===== src/pkg/rnrp_pkg.sv =====
package rnrp_pkg;
   // ----------------------------------------------------------------------
   // Widths and address layout
   // ----------------------------------------------------------------------
   localparam int REG_W       = 64;
   localparam int ADDR_W      = 48;
   localparam int RESP_W      = 128;
   localparam int BASE_HI     = 47;
   localparam int BASE_LO     = 16;
   localparam int CORE_ID_HI  = 10;
   localparam int TYPE_BIT    = 4;
   localparam int LOW_ZEROS   = 4;
   // ----------------------------------------------------------------------
   // Reset values and request types
   // ----------------------------------------------------------------------
   localparam logic [63:0] PAGE_BASE_RST = 64'h0;
   localparam logic [63:0] REQ_ID_RST    = 64'h0;
   localparam logic        TYPE_PLAIN    = 1'h0;
   localparam logic        TYPE_RESEED   = 1'h1;
   // Register selects on the system register write port.
   localparam logic        SEL_PAGE_BASE = 1'h0;
   localparam logic        SEL_REQ_ID    = 1'h1;

   typedef enum logic [1:0] {RNRP_IDLE, RNRP_WAIT, RNRP_DONE} rnrp_state_e;

   // Builds the request physical address from base, core id and type.
   function automatic logic [ADDR_W-1:0] rnrp_addr(
      input logic [63:0] base, input logic [63:0] id, input logic typ);
      rnrp_addr = {base[BASE_HI:BASE_LO], id[CORE_ID_HI:0], typ,
                   LOW_ZEROS'(0)};
   endfunction : rnrp_addr
endpackage : rnrp_pkg


===== src/rtl/random_number_request_port.sv =====
`timescale 1ns/1ps
// How it works
// - Each random instruction delivers a 64-bit value to its destination.
// - Requests go out only as one uncached strongly ordered paired load.
// - Address is base[47:16], core id[10:0], type bit, four zero bits.
// - Address bit 4 is 0 for a plain read and 1 for a reseeded read.
// - A bus error fails the request, sets zero flag, raises system error.
// - Both registers are 64 bits wide and clear to zero on reset.
module random_number_request_port
   import rnrp_pkg::*;
(
   // Clock and reset
   input  wire logic               ref_clk,
   input  wire logic               rst,
   // System register access
   input  wire logic               regWrEn,
   input  wire logic               regWrSel,
   input  wire logic [REG_W-1:0]   regWrData,
   output logic      [REG_W-1:0]   pageBaseRd,
   output logic      [REG_W-1:0]   reqIdRd,
   // Instruction side
   input  wire logic               instReq,
   input  wire logic               instReseed,
   output logic                    instBusy,
   output logic                    instDone,
   output logic      [REG_W-1:0]   instResult,
   output logic                    zeroFlag,
   output logic                    sysErrIrq,
   // Device read request
   output logic                    rdValid,
   output logic      [ADDR_W-1:0]  rdAddr,
   output logic                    rdDevice,
   input  wire logic               rdReady,
   // Device read response
   input  wire logic               rspValid,
   input  wire logic [RESP_W-1:0]  rspData,
   input  wire logic               rspErr
);
   logic [REG_W-1:0]  pageBase;
   logic [REG_W-1:0]  reqId;
   rnrp_state_e       state_ff;
   logic              busy_ff;
   logic              rdValid_ff;
   logic [ADDR_W-1:0] rdAddr_ff;
   logic              done_ff;
   logic [REG_W-1:0]  result_ff;
   logic              zero_ff;
   logic              irq_ff;
   logic [REG_W-1:0]  pbRd_ff;
   logic [REG_W-1:0]  idRd_ff;

   // ----------------------------------------------------------------------
   // Register file
   // ----------------------------------------------------------------------
   rnrp_regs uRegs (
      .ref_clk     (ref_clk),
      .rst         (rst),
      .regWrEn     (regWrEn),
      .regWrSel    (regWrSel),
      .regWrData   (regWrData),
      .pageBase_ff (pageBase),
      .reqId_ff    (reqId)
   );

   // Read-back copies keep the outputs straight from flip-flops.
   always_ff @(posedge ref_clk or posedge rst) begin
      if (rst) begin
         pbRd_ff <= PAGE_BASE_RST;
         idRd_ff <= REQ_ID_RST;
      end else begin
         pbRd_ff <= pageBase;
         idRd_ff <= reqId;
      end
   end

   // ----------------------------------------------------------------------
   // Request sequencer
   // ----------------------------------------------------------------------
   // Accepts one instruction at a time and waits for its answer.
   always_ff @(posedge ref_clk or posedge rst) begin
      if (rst) begin
         state_ff <= RNRP_IDLE;
      end else begin
         case (state_ff)
            RNRP_IDLE: begin
               if (instReq) begin
                  state_ff <= RNRP_WAIT;
               end
            end
            RNRP_WAIT: begin
               if (rspValid) begin
                  state_ff <= RNRP_DONE;
               end
            end
            RNRP_DONE: state_ff <= RNRP_IDLE;
            default:   state_ff <= RNRP_IDLE;
         endcase
      end
   end

   // Busy flag tracks the sequencer so the output comes from a flop.
   always_ff @(posedge ref_clk or posedge rst) begin
      if (rst) begin
         busy_ff <= 1'h0;
      end else if (state_ff == RNRP_IDLE && instReq) begin
         busy_ff <= 1'h1;
      end else if (state_ff == RNRP_DONE) begin
         busy_ff <= 1'h0;
      end
   end

   // Drives the single device read until the fabric takes it.
   always_ff @(posedge ref_clk or posedge rst) begin
      if (rst) begin
         rdValid_ff <= 1'h0;
         rdAddr_ff  <= '0;
      end else if (state_ff == RNRP_IDLE && instReq) begin
         rdValid_ff <= 1'h1;
         rdAddr_ff  <= rnrp_addr(pageBase, reqId,
                                 instReseed ? TYPE_RESEED : TYPE_PLAIN);
      end else if (rdValid_ff && rdReady) begin
         rdValid_ff <= 1'h0;
      end
   end

   // ----------------------------------------------------------------------
   // Response handling
   // ----------------------------------------------------------------------
   // Destination write is held until the answer arrives.
   always_ff @(posedge ref_clk or posedge rst) begin
      if (rst) begin
         done_ff   <= 1'h0;
         result_ff <= '0;
         zero_ff   <= 1'h0;
         irq_ff    <= 1'h0;
      end else begin
         done_ff <= 1'h0;
         irq_ff  <= 1'h0;
         if (state_ff == RNRP_WAIT && rspValid) begin
            done_ff <= 1'h1;
            if (rspErr) begin
               result_ff <= '0;
               zero_ff   <= 1'h1;
               irq_ff    <= 1'h1;
            end else begin
               result_ff <= rspData[REG_W-1:0];
               zero_ff   <= (rspData[RESP_W-1:REG_W] == '0);
            end
         end
      end
   end

   // ----------------------------------------------------------------------
   // Outputs
   // ----------------------------------------------------------------------
   assign pageBaseRd = pbRd_ff;
   assign reqIdRd    = idRd_ff;
   assign instBusy   = busy_ff;
   assign instDone   = done_ff;
   assign instResult = result_ff;
   assign zeroFlag   = zero_ff;
   assign sysErrIrq  = irq_ff;
   assign rdValid    = rdValid_ff;
   assign rdAddr     = rdAddr_ff;
   assign rdDevice   = rdValid_ff;

   // ----------------------------------------------------------------------
   // Checks
   // ----------------------------------------------------------------------
   chk_addr_format: assert property (@(posedge ref_clk) disable iff (rst)
      state_ff == RNRP_IDLE && instReq |=>
         rdAddr[ADDR_W-1:BASE_LO] == $past(pageBase[BASE_HI:BASE_LO]) &&
         rdAddr[15:5] == $past(reqId[CORE_ID_HI:0]) &&
         rdAddr[3:0] == 4'h0)
      else $error("request address malformed");
   chk_type_bit: assert property (@(posedge ref_clk) disable iff (rst)
      state_ff == RNRP_IDLE && instReq |=>
         rdAddr[TYPE_BIT] == $past(instReseed))
      else $error("request type bit wrong");
   chk_error_irq: assert property (@(posedge ref_clk) disable iff (rst)
      state_ff == RNRP_WAIT && rspValid && rspErr |=>
         sysErrIrq && zeroFlag && instDone)
      else $error("bus error not reported");
   chk_result_value: assert property (@(posedge ref_clk) disable iff (rst)
      state_ff == RNRP_WAIT && rspValid && !rspErr |=>
         instResult == $past(rspData[63:0]) && instDone)
      else $error("result not delivered");
   chk_zero_upper: assert property (@(posedge ref_clk) disable iff (rst)
      state_ff == RNRP_WAIT && rspValid && !rspErr |=>
         zeroFlag == ($past(rspData[127:64]) == 64'h0))
      else $error("zero flag wrong");
   chk_one_outstand: assert property (@(posedge ref_clk) disable iff (rst)
      rdValid && !rdReady |=> rdValid && $stable(rdAddr))
      else $error("request dropped or changed");
   chk_no_early: assert property (@(posedge ref_clk) disable iff (rst)
      instDone |-> $past(state_ff) == RNRP_WAIT && $past(rspValid))
      else $error("done without response");
   chk_uncached: assert property (@(posedge ref_clk) disable iff (rst)
      rdValid |-> rdDevice)
      else $error("request not device type");
   cov_plain: cover property (@(posedge ref_clk) instReq && !instReseed
      ##[1:20] instDone && !zeroFlag);
   cov_reseed: cover property (@(posedge ref_clk) instReq && instReseed
      ##[1:20] instDone);
   cov_error: cover property (@(posedge ref_clk) sysErrIrq);
   cov_timeout: cover property (@(posedge ref_clk)
      instDone && zeroFlag && !sysErrIrq);
   cov_refused: cover property (@(posedge ref_clk) instBusy && instReq);
   chk_no_reissue: assert property (@(posedge ref_clk) disable iff (rst)
      instBusy && instReq |=> $stable(rdAddr))
      else $error("request taken while busy");
   chk_err_result: assert property (@(posedge ref_clk) disable iff (rst)
      sysErrIrq |-> zeroFlag && instResult == 64'h0)
      else $error("failed request left a value");
endmodule : random_number_request_port


===== src/rtl/rnrp_regs.sv =====
`timescale 1ns/1ps
module rnrp_regs
   import rnrp_pkg::*;
(
   // Clock and reset
   input  wire logic              ref_clk,
   input  wire logic              rst,
   // System register write port
   input  wire logic              regWrEn,
   input  wire logic              regWrSel,
   input  wire logic [REG_W-1:0]  regWrData,
   // Register contents
   output logic      [REG_W-1:0]  pageBase_ff,
   output logic      [REG_W-1:0]  reqId_ff
);
   // ----------------------------------------------------------------------
   // Registers
   // ----------------------------------------------------------------------
   // Page base register clears to zero on reset.
   always_ff @(posedge ref_clk or posedge rst) begin
      if (rst) begin
         pageBase_ff <= PAGE_BASE_RST;
      end else if (regWrEn && regWrSel == SEL_PAGE_BASE) begin
         pageBase_ff <= regWrData;
      end
   end

   // Requester id register clears to zero on reset.
   always_ff @(posedge ref_clk or posedge rst) begin
      if (rst) begin
         reqId_ff <= REQ_ID_RST;
      end else if (regWrEn && regWrSel == SEL_REQ_ID) begin
         reqId_ff <= regWrData;
      end
   end

   // ----------------------------------------------------------------------
   // Checks
   // ----------------------------------------------------------------------
   chk_base_write: assert property (@(posedge ref_clk) disable iff (rst)
      regWrEn && regWrSel == SEL_PAGE_BASE |=> pageBase_ff == $past(regWrData))
      else $error("page base not written");
endmodule : rnrp_regs


===== config.mk =====
export PLATFORM = sky130hd
export DESIGN_NAME = random_number_request_port
export DESIGN_NICKNAME = d
export VERILOG_FILES = /design/src/pkg/rnrp_pkg.sv /design/src/rtl/random_number_request_port.sv /design/src/rtl/rnrp_regs.sv
export SDC_FILE = /design/constraint.sdc
export NUM_CORES = 1
export LEC_CHECK = 0
export BUFFER_PORTS_ARGS = -buffer_cell sky130_fd_sc_hd__clkbuf_2
export CORE_AREA = 2 2 174 176
export DETAILED_ROUTE_END_ITERATION = 6
export DIE_AREA = 0 0 176 178
export PLACE_DENSITY_LB_ADDON = 0.15
export SETUP_SLACK_MARGIN = 0.02
export SLEW_MARGIN = 30
export SYNTH_ARGS = -nofsm -noshare
export SYNTH_HDL_FRONTEND = slang
export SYNTH_HIERARCHICAL = 1
export SYNTH_SLANG_ARGS = --single-unit

===== constraint.sdc =====
create_clock -name ref_clk -period 10.1 [get_ports ref_clk]
set_input_delay 1.01 -clock ref_clk [delete_from_list [all_inputs] [get_ports ref_clk]]
set_output_delay 1.01 -clock ref_clk [all_outputs]
set_load 0.01 [all_outputs]

# == Word-level counts from Yosys, hierarchy flattened ==
# Cells that the tools add are included.
# classes
eq_ne,4
muxes,13
bitwise,1
reduce_logical,10
# op_table
operator,count
$logic_not 64->1,1
$mux 64,1
$mux 1,9
$logic_and 1x1->1,5
$mux 2,2
$ne 2x2->1 const B,2
$pmux 2 s2,1
$reduce_bool 2->1,2
$eq 2x1->1 const B,1
$eq 2x2->1 const B,1
$logic_not 2->1,1
$reduce_and 2->1,1
$not 1->1,1
# totals
reg_bits,371
out_inout_bits,246
word_cells,40

# == Logic depth before layout (Yosys ltp) ==
# logic_depth
depth_word,3
mapped_depth,5
depth_no_buf,4

# == By module ==
# Netlist, hierarchy kept.
# modules_own_cells
mod,n_inst,cells_each,area_each_um2,seq_area_each_um2
random_number_request_port,1,548,7747.4,6080.8
rnrp_regs,1,272,5121.2,3203.1

# == Worst setup path after synthesis ==
# Ideal clock, no wire load.
# synth_timing
path_kind,input to register
from,input rspData[116]
to,"register zero_ff, in the netlist zeroFlag"
setup_ns,0.082
arrival_ns,2.019
t_required_ns,10.018
setup_slack_ns,8.000
cell_stages,4
path_buffers,0
path_cell_list,nor4_1 nand4_1 or4_1 a31oi_1
# synth_via
elab_chain_cells,2
# synth_lines
item,line,text
"start, declared",random_number_request_port.sv:36,"input wire logic [RESP_W-1:0] rspData,"
$logic_not 64->1,random_number_request_port.sv:147,zero_ff <= (rspData[RESP_W-1:REG_W] == '0);
$mux 1,random_number_request_port.sv:141,if (rspErr) begin
"end signal, assigned",random_number_request_port.sv:147,
"end, declared",random_number_request_port.sv:47,logic zero_ff;
# Every way passes these cells.
# A chain may end at the register's enable or synchronous reset.

# == Final worst setup path ==
# layout_timing
from,input rspValid
to,"register result_ff[46], in the netlist instResult[46]"
# layout_via
elab_chain_cells,1
# layout_lines
item,line,text
"start, declared",random_number_request_port.sv:35,"input wire logic rspValid,"
$logic_and 1x1->1,random_number_request_port.sv:139,if (state_ff == RNRP_WAIT && rspValid) begin
"end signal, assigned",random_number_request_port.sv:146,result_ff <= rspData[REG_W-1:0];
"end, declared",random_number_request_port.sv:46,logic [REG_W-1:0] result_ff;
# Every way passes these cells.

==> results.yml <==
outcome:
  status: "complete, no violations"
yosys:
  synth_edf_count: 0
  syn_area_mm2: 0.0129
  ys_types: 26
  seq_area_frac_synth_pct: 72.1
  synthArstFlopShare_pct: 100
  yosys_warnings: 6
  syn_avg_cell_area_um2: 15.7
  synth_seq_cells: 371
  netlist_instances: 820
  ys.flop_type: "dfrtp_1"
cells_and_area:
  nFillCells: 2472
  seq_area_mm2: 0.00928
  syn_to_final_growth_pct: 29.4
  fin_cells: 1691
  finalInstanceArea_mm2: 0.0167
  final_cell_mix: "clkbuf_2, dfrtp_1, nand2_1, mux2_2"
  nets: 1471
  multi_input_area_mm2: 0.00323
  final_layout_size_suffix_gt1_share_pct: 53.1
  finalCoreUtilization_pct: 56.6
  final_common_cell: "clkbuf_2"
clocking:
  cts.reportedPaths.clkPinSlew_ns: 0.06
  cts_tree: "built"
  ctsResizeCount: 0
  numCtsBuffers: 39
  post_cts_buffers: 0
  cts_sinks: 371
  clk_latency_ns: 0.52
  cts-htree-levels: 2
  clockBufferDepth: 3
  cts_root_buffer: "clkbuf_16"
  cts_hold_buf: 0
worst_setup_path:
  cp_cell_sequence: "clkbuf_2 > nand3b_1 > buf_4 > o21ai_0"
  crit_buf_inv: 2
  critPathSlowestCell: "buf_4"
  worstPathMaxFanout: 105
  end_kind: "flip-flop"
  path_class: "input pin to flip-flop"
  cp-start-kind: "input pin"
  required_ns: 10.45
  max_stage_delay_ns: 0.80
  critPathTopFamily: "buffers and inverters"
  worstPathArrival_ns: 2.83
drt:
  drc: 0
  firstDrtPassIters: 4
  wirelength_um: 32200
  ant_nets: 0
  via_count: 8019
  avgViaCountPerCell: 4.74
  drtIter0Drc: 424
  wl_per_cell_um: 19.1
timing:
  max-slew-margin-rel_pct: 41.7
  setup_tns_ns: 0
  fmax_mhz: 403
  rsz0062_at_grt: "no"
  period_minus_slack_ns: 2.48
  finalHoldViolCount: 0
  worst_pin_slew_ns: 0.873
  min_period_over_period_pct: 24.5
  setup_viol: 0
  maxSlewViolCount: 0
  finClkSkew_ns: 0.00933
floorplanning:
  die_w_um: 176
  ios: 447
  die_area_mm2: 0.0313
  die_height_um: 178
  initial_core_util_pct: 43.8
  fp-row-count: 63
  core-area_mm2: 0.0294
pwr:
  p_leak_nw: 8.36
  finalPower_w: 0.00441
  max-vdd-ir-drop_v: 0.000173
  power_density_mw_per_mm2: 265
run:
  max_cap_viol_count: 0
hold_path:
  hp-class: "flip-flop to flip-flop"
grt:
  grt_start_max_net_pins: 116
  grt_pass1_wl_um: 49100
  grt_pass1_vias: 8208
  grtUsageTotal_pct: 20.5
  overflow: 0
  antenna_found_initial: 2
placement:
  gp_congestion: 0.962
  dpl.cell_count: 1619
  hpwl_um: 22900
  dpl_cell_area_mm2: 0.0154
  io_buffers: 442
## worst paths after layout
| path | start | endpoint | slack (ns) | depth (start not counted) |
|---|---|---|---|---|
| worst max-delay path | rspValid | instResult[46] | 7.62 | 4 |
| worst min-delay path | uRegs/reqId_ff[39] | reqIdRd[39] | 0.37 | 0 |
| worst max register to register | state_ff[0] | instResult[46] | 7.79 | 3 |
| worst min register to register | uRegs/reqId_ff[39] | reqIdRd[39] | 0.37 | 0 |
| max in group asynchronous | rst | rdAddr[35] | 8.04 | 3 |
| min in group asynchronous | rst | uRegs/reqId_ff[7] | 0.68 | 2 |
## registers in the layout, summed over array words and instances, names as in the netlist, 2 cells and up
signal	cells
uRegs/reqId_ff	64
instResult	64
uRegs/pageBase_ff	64
reqIdRd	64
pageBaseRd	64
rdAddr	44
state_ff	2
## power breakdown
group	total [W]	internal (W)	switching, W
Combinational	0.000959	0.000439	0.000520
Sequential	0.00204	0.00186	0.000188
Clock	0.00141	0.000846	0.000564
Total	0.00441	0.00314	0.00127
## worst register-to-register path: cells and delay by family (launching register included)
family | cells | cell delay [ns]
buffers and inverters | 1 | 0.80
AOI/OAI and AO/OA | 1 | 0.28
and+or+nand+nor | 1 | 0.64
DFF | 1 | 0.43
## metal layers
layer	share of wire, %	up-vias	routed length [um]	GRT usage [%]
met5	0	-	0	0
met4	2.8	0	917	6.82
met3	10	61	3210	7.18
met2	46	320	14900	31.9
met1	41	3971	13200	27.1
li1	-	3667	-	-
## metrics by stage
| stage | hold WS [ns] | worst slack [ns] |
|---|---|---|
| floorplan | 0.349 | 2.42 |
| global placement | 0.353 | 6.70 |
| detailed placement | 0.356 | 7.08 |
| CTS | 0.370 | 7.63 |
| global route | 0.377 | 7.39 |
| finish | 0.368 | 7.62 |
## Yosys cell counts, types with 5 or more instances
cell        n  share of area (%)
buf_12      7                1.1
buf_2      10               0.39
buf_4       5               0.29
buf_6       6               0.52
clkbuf_1   16               0.47
dfrtp_1   371                 72
inv_1       7               0.20
mux2_2    106                9.3
mux2_4     64                7.5
nand2_1   128                3.7
nor4_1     15               0.73
o21ai_0    64                2.5
## layout make-up
cell class | count | share of cell area (%)
Clock buffer | 59 | 7.22
Clock inverter | 9 | 0.511
Tap cell | 390 | 2.93
Antenna cell | 4 | 0.0601
Multi-Input combinational cell | 401 | 19.4
Inverter | 7 | 0.248
Sequential cell | 371 | 55.7
Timing Repair Buffer | 450 | 13.9
## cells by family (layout without fill, tap and decap cells)
kind of cell / Yosys count / count (layout) / synth area share [%]
other: 1 / 8 / 0.0291
and+or+nand+nor: 156 / 156 / 5.21
buffers and inverters: 51 / 525 / 2.97
AOI/OAI and AO/OA: 69 / 69 / 2.73
DFF: 371 / 371 / 72.1
muxes: 172 / 172 / 16.9
Power figures use the tool's default switching activity.
